$ cat src/fcg_pkg.sv
package fcg_pkg;

   // Register offsets
   localparam logic [2:0] OFF_CTRL1  = 3'h0;
   localparam logic [2:0] OFF_CTRL2  = 3'h1;
   localparam logic [2:0] OFF_STAT1  = 3'h2;
   localparam logic [2:0] OFF_STAT2  = 3'h3;
   localparam logic [2:0] OFF_TRIM   = 3'h4;
   localparam logic [2:0] OFF_FREQ   = 3'h5;

   // Control one fields
   localparam int C1_HGO    = 7;
   localparam int C1_RANGE  = 6;
   localparam int C1_REFERENCE_SELECT   = 5;
   localparam int C1_CLOCK_MODE_SELECT_H = 4;
   localparam int C1_CLOCK_MODE_SELECT_L = 3;
   localparam int C1_OSTEN  = 2;
   localparam int C1_CLOCK_LOSS_DETECT_DISABLE   = 1;
   localparam logic [7:0] C1_WMASK = 8'hFE;

   // Control two fields
   localparam int C2_LOCK_LOSS_RESET_ENABLE  = 7;
   localparam int C2_MFD_H  = 6;
   localparam int C2_MFD_L  = 4;
   localparam int C2_CLOCK_LOSS_RESET_ENABLE  = 3;
   localparam int C2_RFD_H  = 2;
   localparam int C2_RFD_L  = 0;

   // Status fields
   localparam int S1_CLKST_H = 7;
   localparam int S1_CLKST_L = 6;
   localparam int S1_LOLS    = 4;
   localparam int S1_LOCK    = 3;
   localparam int S1_LOCS    = 2;
   localparam int S1_ERCS    = 1;
   localparam int S1_IRQF    = 0;
   localparam int S2_OSCILLATOR_STABLE_FLAG    = 0;

   // Reset values
   localparam logic [7:0] CTRL1_RST = 8'h00;
   localparam logic [7:0] CTRL2_RST = 8'h00;
   localparam logic [7:0] TRIM_RST  = 8'h80;

   // Mode codes
   localparam logic [1:0] CLOCK_MODE_SELECT_SCM = 2'h0;
   localparam logic [1:0] CLOCK_MODE_SELECT_FEI = 2'h1;
   localparam logic [1:0] CLOCK_MODE_SELECT_FBE = 2'h2;
   localparam logic [1:0] CLOCK_MODE_SELECT_FEE = 2'h3;

   // Frequencies in kHz, with the reference divider and prescale factors
   localparam int SCM_OUT_KHZ  = 8000;
   localparam int SCM_BUS_KHZ  = 4000;
   localparam int IRG_KHZ      = 243;
   localparam int IRG_DIV      = 7;
   localparam int PRESCALE_LO  = 64;
   localparam int PRESCALE_HI  = 1;

   // Timing
   localparam int CLK_MHZ       = 100;
   localparam int STABLE_US     = 10;
   localparam int STABLE_CYCLES = STABLE_US * CLK_MHZ;

   typedef enum logic [3:0]
   {
      FCG_SCM = 4'h1,
      FCG_FEI = 4'h2,
      FCG_FBE = 4'h4,
      FCG_FEE = 4'h8
   } fcg_mode_t;

endpackage : fcg_pkg

$ cat src/fcg_cfg_if.sv
`timescale 1ns/1ns
interface fcg_cfg_if;
   logic [2:0] mult_code;
   logic [2:0] div_code;
   logic       range_hi;
   logic [1:0] clock_mode_select;
   logic [31:0] freq_khz;

   modport ctrl
   (
      output mult_code,
      output div_code,
      output range_hi,
      output clock_mode_select,
      input  freq_khz
   );
   modport calc
   (
      input  mult_code,
      input  div_code,
      input  range_hi,
      input  clock_mode_select,
      output freq_khz
   );
endinterface : fcg_cfg_if

$ cat src/fcg_freq_calc.sv
`timescale 1ns/1ns
module fcg_freq_calc
(
   input  wire logic        clock,
   input  wire logic        reset_n,
   input  wire logic [31:0] ext_khz,
   fcg_cfg_if.calc          cfg
);

   function automatic logic [4:0] fcg_mult(input logic [2:0] code);
      fcg_mult = {1'b0, code, 1'b0} + 5'h04;
   endfunction : fcg_mult

   logic [31:0] prescale;
   logic [31:0] base;
   logic [31:0] prod;
   logic [31:0] freq_reg;
   logic [31:0] freq_next;

   always_comb
   begin
      prescale = cfg.range_hi ? 32'(fcg_pkg::PRESCALE_HI) : 32'(fcg_pkg::PRESCALE_LO);
      base     = ext_khz * prescale;
      if (cfg.clock_mode_select == fcg_pkg::CLOCK_MODE_SELECT_FEI)
      begin
         base = 32'((fcg_pkg::IRG_KHZ * fcg_pkg::PRESCALE_LO) / fcg_pkg::IRG_DIV);
      end
      prod = base * 32'(fcg_mult(cfg.mult_code));
      freq_next = prod >> cfg.div_code;
      if (cfg.clock_mode_select == fcg_pkg::CLOCK_MODE_SELECT_SCM)
      begin
         freq_next = 32'(fcg_pkg::SCM_OUT_KHZ);
      end
      else if (cfg.clock_mode_select == fcg_pkg::CLOCK_MODE_SELECT_FBE)
      begin
         freq_next = ext_khz >> cfg.div_code;
      end
   end

   always_ff @(posedge clock)
   begin
      if (!reset_n)
      begin
         freq_reg <= 32'(fcg_pkg::SCM_OUT_KHZ);
      end
      else
      begin
         freq_reg <= freq_next;
      end
   end

   assign cfg.freq_khz = freq_reg;

endmodule : fcg_freq_calc

$ cat src/fcg_clock_generator.sv
// Chosen here: the plain strobed port and the register addresses.
`timescale 1ns/1ns
//////////////////////////////////////////////////////////////////////////////
//////////////////////////////////////////////////////////////////////////////
module fcg_clock_generator
(
   input  wire logic        clock,
   input  wire logic        reset_n,
   input  wire logic [2:0]  addr,
   input  wire logic [7:0]  wdata,
   input  wire logic        wr_stb,
   input  wire logic        rd_stb,
   output logic      [7:0]  rdata,
   input  wire logic [31:0] ext_khz,
   input  wire logic        ext_clock_present,
   input  wire logic        loop_locked,
   output logic             osc_high_range,
   output logic             osc_high_gain,
   output logic             osc_enable,
   output logic             irg_enable,
   output logic             dco_enable,
   output logic             loop_engaged,
   output logic      [7:0]  irg_trim,
   output logic      [31:0] out_freq_khz,
   output logic      [31:0] bus_freq_khz,
   output fcg_pkg::fcg_mode_t mode,
   output logic             irq,
   output logic             lock_loss_reset,
   output logic             clock_loss_reset
);

   logic [7:0]  ctrl1_reg;
   logic [7:0]  ctrl2_reg;
   logic [7:0]  trim_reg;
   logic        lols_reg;
   logic        locs_reg;
   logic        irqf_reg;
   logic        locked_d_reg;
   logic        oscillator_stable_flag_reg;
   logic [15:0] stable_cnt_reg;
   logic [7:0]  rdata_reg;
   logic [7:0]  rdata_next;
   logic [1:0]  clock_mode_select;
   logic        lock_lost;
   logic        clk_lost;
   logic        wr_s1;
   logic        ext_mode;

   fcg_cfg_if cfg ();

   //////////////////////////////////////////////////////////////////////////
   // Control registers
   assign clock_mode_select = ctrl1_reg[fcg_pkg::C1_CLOCK_MODE_SELECT_H:fcg_pkg::C1_CLOCK_MODE_SELECT_L];

   always_ff @(posedge clock)
   begin
      if (!reset_n)
      begin
         ctrl1_reg <= fcg_pkg::CTRL1_RST;
      end
      else if (wr_stb && addr == fcg_pkg::OFF_CTRL1)
      begin
         ctrl1_reg <= wdata & fcg_pkg::C1_WMASK;
      end
   end

   always_ff @(posedge clock)
   begin
      if (!reset_n)
      begin
         ctrl2_reg <= fcg_pkg::CTRL2_RST;
      end
      else if (wr_stb && addr == fcg_pkg::OFF_CTRL2)
      begin
         ctrl2_reg <= wdata;
      end
   end

   always_ff @(posedge clock)
   begin
      if (!reset_n)
      begin
         trim_reg <= fcg_pkg::TRIM_RST;
      end
      else if (wr_stb && addr == fcg_pkg::OFF_TRIM)
      begin
         trim_reg <= wdata;
      end
   end

   //////////////////////////////////////////////////////////////////////////
   // Mode decode
   always_comb
   begin
      case (clock_mode_select)
         fcg_pkg::CLOCK_MODE_SELECT_FEI: mode = fcg_pkg::FCG_FEI;
         fcg_pkg::CLOCK_MODE_SELECT_FBE: mode = fcg_pkg::FCG_FBE;
         fcg_pkg::CLOCK_MODE_SELECT_FEE: mode = fcg_pkg::FCG_FEE;
         default:           mode = fcg_pkg::FCG_SCM;
      endcase
   end

   assign ext_mode       = (mode == fcg_pkg::FCG_FEE) || (mode == fcg_pkg::FCG_FBE);
   assign osc_high_range = ctrl1_reg[fcg_pkg::C1_RANGE];
   assign osc_high_gain  = ctrl1_reg[fcg_pkg::C1_HGO];
   assign osc_enable     = ctrl1_reg[fcg_pkg::C1_REFERENCE_SELECT]
                           && (ext_mode || ctrl1_reg[fcg_pkg::C1_OSTEN]);
   assign irg_enable     = (mode == fcg_pkg::FCG_FEI);
   assign dco_enable     = (mode != fcg_pkg::FCG_FBE);
   assign loop_engaged   = (mode == fcg_pkg::FCG_FEI) || (mode == fcg_pkg::FCG_FEE);
   assign irg_trim       = trim_reg;

   //////////////////////////////////////////////////////////////////////////
   // Frequency
   assign cfg.mult_code = ctrl2_reg[fcg_pkg::C2_MFD_H:fcg_pkg::C2_MFD_L];
   assign cfg.div_code  = ctrl2_reg[fcg_pkg::C2_RFD_H:fcg_pkg::C2_RFD_L];
   assign cfg.range_hi  = ctrl1_reg[fcg_pkg::C1_RANGE];
   assign cfg.clock_mode_select      = clock_mode_select;

   fcg_freq_calc u_calc
   (
      .clock   (clock),
      .reset_n (reset_n),
      .ext_khz (ext_khz),
      .cfg     (cfg)
   );

   assign out_freq_khz = cfg.freq_khz;
   assign bus_freq_khz = {1'b0, cfg.freq_khz[31:1]};

   //////////////////////////////////////////////////////////////////////////
   // Loss events and status
   always_ff @(posedge clock)
   begin
      if (!reset_n)
      begin
         locked_d_reg <= 1'b0;
      end
      else
      begin
         locked_d_reg <= loop_locked && loop_engaged;
      end
   end

   assign lock_lost = locked_d_reg && !loop_locked && loop_engaged;
   assign clk_lost  = ext_mode && !ctrl1_reg[fcg_pkg::C1_CLOCK_LOSS_DETECT_DISABLE] && !ext_clock_present;
   assign wr_s1     = wr_stb && addr == fcg_pkg::OFF_STAT1 && wdata[fcg_pkg::S1_IRQF];

   always_ff @(posedge clock)
   begin
      if (!reset_n)
      begin
         lols_reg <= 1'b0;
         locs_reg <= 1'b0;
      end
      else
      begin
         lols_reg <= lock_lost || (lols_reg && !wr_s1);
         locs_reg <= clk_lost || (locs_reg && !wr_s1);
      end
   end

   always_ff @(posedge clock)
   begin
      if (!reset_n)
      begin
         irqf_reg <= 1'b0;
      end
      else if ((lock_lost && !ctrl2_reg[fcg_pkg::C2_LOCK_LOSS_RESET_ENABLE])
               || (clk_lost && !ctrl2_reg[fcg_pkg::C2_CLOCK_LOSS_RESET_ENABLE]))
      begin
         irqf_reg <= 1'b1;
      end
      else if (wr_s1)
      begin
         irqf_reg <= 1'b0;
      end
   end

   assign irq              = irqf_reg;
   assign lock_loss_reset  = lock_lost && ctrl2_reg[fcg_pkg::C2_LOCK_LOSS_RESET_ENABLE];
   assign clock_loss_reset = clk_lost && ctrl2_reg[fcg_pkg::C2_CLOCK_LOSS_RESET_ENABLE];

   // Oscillator settle after any control one or control two write
   always_ff @(posedge clock)
   begin
      if (!reset_n || (wr_stb && (addr == fcg_pkg::OFF_CTRL1 || addr == fcg_pkg::OFF_CTRL2)))
      begin
         stable_cnt_reg <= 16'h0000;
         oscillator_stable_flag_reg       <= 1'b0;
      end
      else if (stable_cnt_reg == 16'(fcg_pkg::STABLE_CYCLES - 1))
      begin
         oscillator_stable_flag_reg <= 1'b1;
      end
      else
      begin
         stable_cnt_reg <= stable_cnt_reg + 16'h0001;
      end
   end

   //////////////////////////////////////////////////////////////////////////
   // Read path
   always_comb
   begin
      rdata_next = 8'h00;
      if (addr == fcg_pkg::OFF_CTRL1)
      begin
         rdata_next = ctrl1_reg & fcg_pkg::C1_WMASK;
      end
      else if (addr == fcg_pkg::OFF_CTRL2)
      begin
         rdata_next = ctrl2_reg;
      end
      else if (addr == fcg_pkg::OFF_STAT1)
      begin
         rdata_next[fcg_pkg::S1_CLKST_H:fcg_pkg::S1_CLKST_L] = clock_mode_select;
         rdata_next[fcg_pkg::S1_LOLS] = lols_reg;
         rdata_next[fcg_pkg::S1_LOCK] = loop_locked && loop_engaged;
         rdata_next[fcg_pkg::S1_LOCS] = locs_reg;
         rdata_next[fcg_pkg::S1_ERCS] = ext_clock_present;
         rdata_next[fcg_pkg::S1_IRQF] = irqf_reg;
      end
      else if (addr == fcg_pkg::OFF_STAT2)
      begin
         rdata_next[fcg_pkg::S2_OSCILLATOR_STABLE_FLAG] = oscillator_stable_flag_reg;
      end
      else if (addr == fcg_pkg::OFF_TRIM)
      begin
         rdata_next = trim_reg;
      end
      else if (addr == fcg_pkg::OFF_FREQ)
      begin
         rdata_next = cfg.freq_khz[7:0];
      end
   end

   always_ff @(posedge clock)
   begin
      if (!reset_n)
      begin
         rdata_reg <= 8'h00;
      end
      else if (rd_stb)
      begin
         rdata_reg <= rdata_next;
      end
      else
      begin
         rdata_reg <= 8'h00;
      end
   end

   assign rdata = rdata_reg;

endmodule : fcg_clock_generator

$ cat config.mk
export PLATFORM = sky130hd
export DESIGN_NAME = fcg_clock_generator
export DESIGN_NICKNAME = d
export VERILOG_FILES = /design/src/fcg_pkg.sv /design/src/fcg_cfg_if.sv /design/src/fcg_freq_calc.sv /design/src/fcg_clock_generator.sv
export SDC_FILE = /design/constraint.sdc
export NUM_CORES = 1
export LEC_CHECK = 0
export CAP_MARGIN = 30
export CELL_PAD_IN_SITES_DETAIL_PLACEMENT = 0
export CELL_PAD_IN_SITES_GLOBAL_PLACEMENT = 2
export CORE_ASPECT_RATIO = 1.5
export CORE_UTILIZATION = 35
export DETAILED_ROUTE_END_ITERATION = 7
export DONT_BUFFER_PORTS = 1
export PLACE_DENSITY = 0.83
export RECOVER_POWER = 25
export SYNTH_ARGS = -nofsm -noshare
export SYNTH_HDL_FRONTEND = slang
export SYNTH_HIERARCHICAL = 1
export SYNTH_SLANG_ARGS = --single-unit
$ cat constraint.sdc
create_clock -name clock -period 6.25 [get_ports clock]
set_input_delay 0.9375 -clock clock [delete_from_list [all_inputs] [get_ports clock]]
set_output_delay 0.9375 -clock clock [all_outputs]
set_load 0.1 [all_outputs]
# Yosys cells after proc, flatten, opt, wreduce, memory -nomap -nowiden
# Index checks and enable logic that the tools add are counted.
# op_classes
add_sub_neg	2
n_mul	2
n_eq_ne	13
n_shift	2
n_mux	15
bitwise	2
n_reduce_logical	39
# op_table
operator	count
32-bit 2-to-1 mux	2
32-bit by 3-bit right shift with 32-bit output	2
32-bit by 32-bit multiplier with 32-bit output	1
32-bit by 5-bit multiplier with 32-bit output	1
8-bit 2-to-1 mux	4
1-bit logical AND	18
16-bit by 1-bit adder with 16-bit output (second input constant)	1
16-bit by 10-bit equality test with 1-bit output (second input constant)	1
7-bit 2-to-1 mux	2
4-bit one-hot mux with 3 select lines	1
1-bit logical OR	8
1-bit logical NOT	7
3-bit by 2-bit equality test with 1-bit output (second input constant)	2
3-bit equality test (second input constant)	2
4-bit by 3-bit adder with 5-bit output (second input constant)	1
5-bit 2-to-1 mux	1
2-bit equality test (second input constant)	2
4-bit by 2-bit equality test with 1-bit output (second input constant)	1
4-bit by 3-bit equality test with 1-bit output (second input constant)	1
4-bit equality test (second input constant)	1
1-bit 2-to-1 mux	4
4-bit by 3-bit != test with 1-bit output (second input constant)	1
3-bit by 1-bit equality test with 1-bit output (second input constant)	1
3-bit logical NOT	1
other kinds (8)	9
# totals
reg_bits	84
in_bits	49

# Longest topological paths before layout
# depth
word_depth	9
depth_mapped	30

# Hierarchy
# Netlist, hierarchy kept.
# by_module_without_submodules
module	instances	cells_per_inst	area_per_inst_um2
fcg_freq_calc	1	893	7235.7
fcg_clock_generator	1	328	2708.8

# Worst setup path after synthesis
# Ideal clock, no wire load.
# synth_timing
path_type	register to register
startpoint	reg ctrl1_reg[6]
endpoint	reg u_calc.freq_reg[18], in the netlist u_calc/cfg.freq_khz[18]
setup_time_ns	0.122
arrival_time_ns	6.886
slack_ns	-0.757
path_stages_with_launch	25
synth_period_minus_slack_ns	7.007
cell_sequence	dfxtp_1 > clkbuf_1 > clkbuf_1 > buf_1 > mux2_2 > ha_1 > xor2_1 > nor3_1 > fa_1 > inv_1 > fa_1 > inv_1 > ha_1 > ha_1 > nand3_1 > nor2_1 > a211oi_2 > o31a_1 > o21ai_1 > a2111oi_0 > nor3_1 > xor2_1 > mux4_2 > and3_1 > a221o_1
# synth_between
elab_chain_cells	6
# synth_rtl
item	line_no	rtl
from (decl)	fcg_clock_generator.sv:32	logic [7:0] ctrl1_reg;
from (signal assigned)	fcg_clock_generator.sv:59	ctrl1_reg <= fcg_pkg::CTRL1_RST;
from (signal assigned)	fcg_clock_generator.sv:63	ctrl1_reg <= wdata & fcg_pkg::C1_WMASK;
7-bit 2-to-1 mux	fcg_freq_calc.sv:22	prescale = cfg.range_hi ? 32'(fcg_pkg::PRESCALE_HI) : 32'(fcg_pkg::PRESCALE_LO);
32-bit by 32-bit multiplier with 32-bit output	fcg_freq_calc.sv:23	base = ext_khz * prescale;
32-bit 2-to-1 mux	fcg_freq_calc.sv:24	if (cfg.clock_mode_select == fcg_pkg::CLOCK_MODE_SELECT_FEI)
32-bit by 5-bit multiplier with 32-bit output	fcg_freq_calc.sv:28	prod = base * 32'(fcg_mult(cfg.mult_code));
32-bit by 3-bit right shift with 32-bit output	fcg_freq_calc.sv:29	freq_next = prod >> cfg.div_code;
32-bit 2-to-1 mux	fcg_freq_calc.sv:34	else if (cfg.clock_mode_select == fcg_pkg::CLOCK_MODE_SELECT_FBE)
to (signal assigned)	fcg_freq_calc.sv:44	freq_reg <= 32'(fcg_pkg::SCM_OUT_KHZ);
to (signal assigned)	fcg_freq_calc.sv:48	freq_reg <= freq_next;
to (decl)	fcg_freq_calc.sv:17	logic [31:0] freq_reg;
# No other way between the ends.
# A chain may end at the register's enable or synchronous reset.

# Final worst setup path
# layout_timing
startpoint	in ext_khz[8]
endpoint	reg u_calc.freq_reg[20], in the netlist u_calc/cfg.freq_khz[20]
# layout_between
elab_chain_cells	5
word_cells_on_any_way	6
cone_classes	2 x mul; 2 x shift; 2 x mux
# layout_rtl
item	line_no	rtl
from (decl)	fcg_clock_generator.sv:14	input wire logic [31:0] ext_khz,
32-bit by 32-bit multiplier with 32-bit output	fcg_freq_calc.sv:23	
32-bit 2-to-1 mux	fcg_freq_calc.sv:24	
32-bit by 5-bit multiplier with 32-bit output	fcg_freq_calc.sv:28	
32-bit by 3-bit right shift with 32-bit output	fcg_freq_calc.sv:29	
32-bit 2-to-1 mux *	fcg_freq_calc.sv:34	
# Mark *: on every way between the ends. The rest lies on a longest branch, timed or not.

==> flow_summary.toml <==
[cts]
numCtsBuffers = 9
ctsHoldBuffers = 0
clockRootBuffer = "clkbuf_16"
cts_num_sinks = 84
cts.clk_slew.worst_paths_ns = 0.07
h-tree-depth = 3
post_cts_buffers = 0
cts_tree = "done"
clock_latency_ns = 0.35
clock_path_buffers = 2
post_cts_resize_count = 0

[floorplan]
dieArea_um2 = 29100
die_h_um = 208
die_w_um = 140
fp-row-count = 75
ios = 142
core_um2 = 28000
initial_core_util = 0.356

[pwr]
power.total_uw = 2010
sequentialPowerShare = 0.311
power.density_nw_per_um2 = 186
switching_share = 0.402
p_clk_frac = 0.248
combPwrFrac = 0.441
p_int_uw = 1200
power_switching_uw = 805
leakage_uw = 0.00493
peakVddDrop_mv = 0.132

[place]
place_area_um2 = 10500
dp_worst_setup_slack_ns = -0.152
place_congestion = 0.879
hpwl_um = 25300
portBuffers = 0

[worst_setup_path]
worstPathArrival_ns = 6.27
cp.required_ns = 6.47
start_kind = "input port"
path_max_fanout = 3
crit_type = "in2reg"
cp-end-kind = "flop"

[sta]
slew_viol_final = 36
setup_viol = 0
fin_ws_ns = 0.204
slew_headroom = -0.346
hold_viol = 0
post-route-period-util = 0.967
finalCriticalPeriod_ns = 6.05
fin_skew_ns = 0.0113
hold_slack_ns = 0.478
rsz0062_at_grt = "true"
worst_slew_pin_slew_ns = 2.00
max_freq_mhz = 165

[finish]
mostFrequentLayoutCell = "nand2_1"
seqCellArea_um2 = 1720
design_area_um2 = 10800
diodes = 0
drive_gt1_frac = 0.140
syn_to_final_growth_pct = 8.50
largest_reg_flops = 32
multi_input_area_um2 = 7650
nNetsFinal = 1407
mostFrequentLayoutCells = "156 x nand2_1, 93 x nor2_1, 83 x ha_1"
nFillCells = 2894

[global_route]
grt_max_degree = 40
grt_pass1_wl_um = 48500
antenna_found_initial = 3
grt_usage = 0.212
grt_pass1_vias = 9017
grt.overflow.total = 0

[drt]
vias_per_cell = 5.59
vias = 8772
drc = 0
wl_um = 30500
ant_nets = 0
drt_iter0_drc = 519
wl_per_cell_um = 19.5
dr.pass1.iters = 5

[yosys]
dominantRegCellSynth = "dfxtp_1"
yosys_warnings = 6
ys_seq_elements = 84
async_flop_share = 0
synth-seq-area-share = 0.169
syn_inst = 1221
synth_area_um2 = 9940
synth_cell_types = 89
syn_avg_cell_area_um2 = 8.14
synth-edff-count = 0

[job]
drv_cap = 3

[worst_hold_path]
hp-class = "reg2reg"

[status]
status = "finished with violations"
violations = "capacitance limit, slew limit"
==> cells by family (layout without fill, tap and decap cells) <==
group	Yosys count	in the layout	synth area share
XOR/XNOR	52	52	0.0488
AO/OA/AOI/OAI	288	288	0.192
multiplexers	75	75	0.0866
flip-flops	84	84	0.169
AND/OR/NAND/NOR	438	438	0.213
adder cells (fa/ha/maj)	139	139	0.217
buffers and inverters	142	123	0.0723
other	3	25	0.00113
==> area by class of cell <==
type	count	share of cell area
inverter	45	0.0157
multi-input combinational	1017	0.709
clock inverter	7	0.00487
sequential	84	0.160
timing repair buffer	62	0.0502
clock buffer	9	0.0209
tap	346	0.0401
==> power by group through the flow <==
stage / sequential, µW / combinational [µW] / clock, µW
after floorplan: 607 / 687 / 0
after global placement: 637 / 851 / 0
after detailed placement: 635 / 861 / 0
after CTS: 623 / 868 / 511
after global routing: 625 / 989 / 531
final: 623 / 886 / 497
==> worst paths after layout <==
path / start / end / slack (ns) / cells past startpoint
max: ext_khz[8] / u_calc/cfg.freq_khz[20] / 0.20 / 19
min: stable_cnt_reg[15] / stable_cnt_reg[15] / 0.48 / 2
max reg2reg: ctrl1_reg[6] / u_calc/cfg.freq_khz[20] / 0.22 / 19
min reg2reg: stable_cnt_reg[15] / stable_cnt_reg[15] / 0.48 / 2
==> critical path, stage by stage <==
cell and delay (ns):
mux2i_1 0.10, fa_1 0.50, or3_1 0.41, fa_1 0.52, inv_1 0.06, fa_1 0.47, ha_1 0.31, ha_1 0.32
a21o_1 0.18, a21o_1 0.18, a211oi_2 0.26, o31a_1 0.22, o21ai_1 0.09, a2111oi_0 0.42, nor3_1 0.11, xor2_1 0.17
mux4_2 0.50, a21oi_1 0.35, o22ai_1 0.15
==> Yosys cell counts (all sizes together) (3+ instances only) <==
cell type / instances / area (µm²)
a211oi: 14 / 110
a21boi: 24 / 180
nand2b: 20 / 125
o32ai: 6 / 52.6
mux2i: 42 / 433
mux2: 28 / 315
o21ai: 48 / 248
o21bai: 3 / 22.5
a2bb2oi: 6 / 52.6
or4: 3 / 26.3
a2111oi: 3 / 26.3
and4: 3 / 26.3
fa: 56 / 1120
o22ai: 15 / 93.8
dfxtp: 84 / 1680
buf: 42 / 298
nand4: 4 / 40.0
or2: 4 / 25.0
xor2: 23 / 201
nor3: 42 / 220
conb: 3 / 11.3
nor2: 95 / 359
nor3b: 7 / 52.6
o31ai: 7 / 52.6
nor2b: 12 / 75.1
mux4: 5 / 113
o211ai: 9 / 72.6
nand2: 156 / 586
nor4: 7 / 58.8
a21oi: 79 / 403
inv: 45 / 169
nand3: 26 / 130
xnor2: 27 / 236
or3: 22 / 139
o21a: 6 / 45.0
a22oi: 15 / 113
clkbuf: 54 / 243
and3: 20 / 125
and2: 7 / 43.8
ha: 83 / 1040
a31oi: 5 / 31.3
a21o: 25 / 188
==> per-layer routing <==
metal / part of all wire / track usage
met1: 0.37 / 0.214
met2: 0.54 / 0.417
met3: 0.047 / 0.0320
met4: 0.046 / 0.103
met5: 0.0012 / 0
==> stage by stage <==
stage	util	instances	TNS [ns]
after CTS	0.386	1569	0
final	0.386	1570	0
after global placement	0.372	1548	-0.198
after detailed placement	0.376	1553	-0.615
after floorplan	-	1243	0
after global routing	0.386	1570	-0.0363
Power figures use the tool's default switching activity.
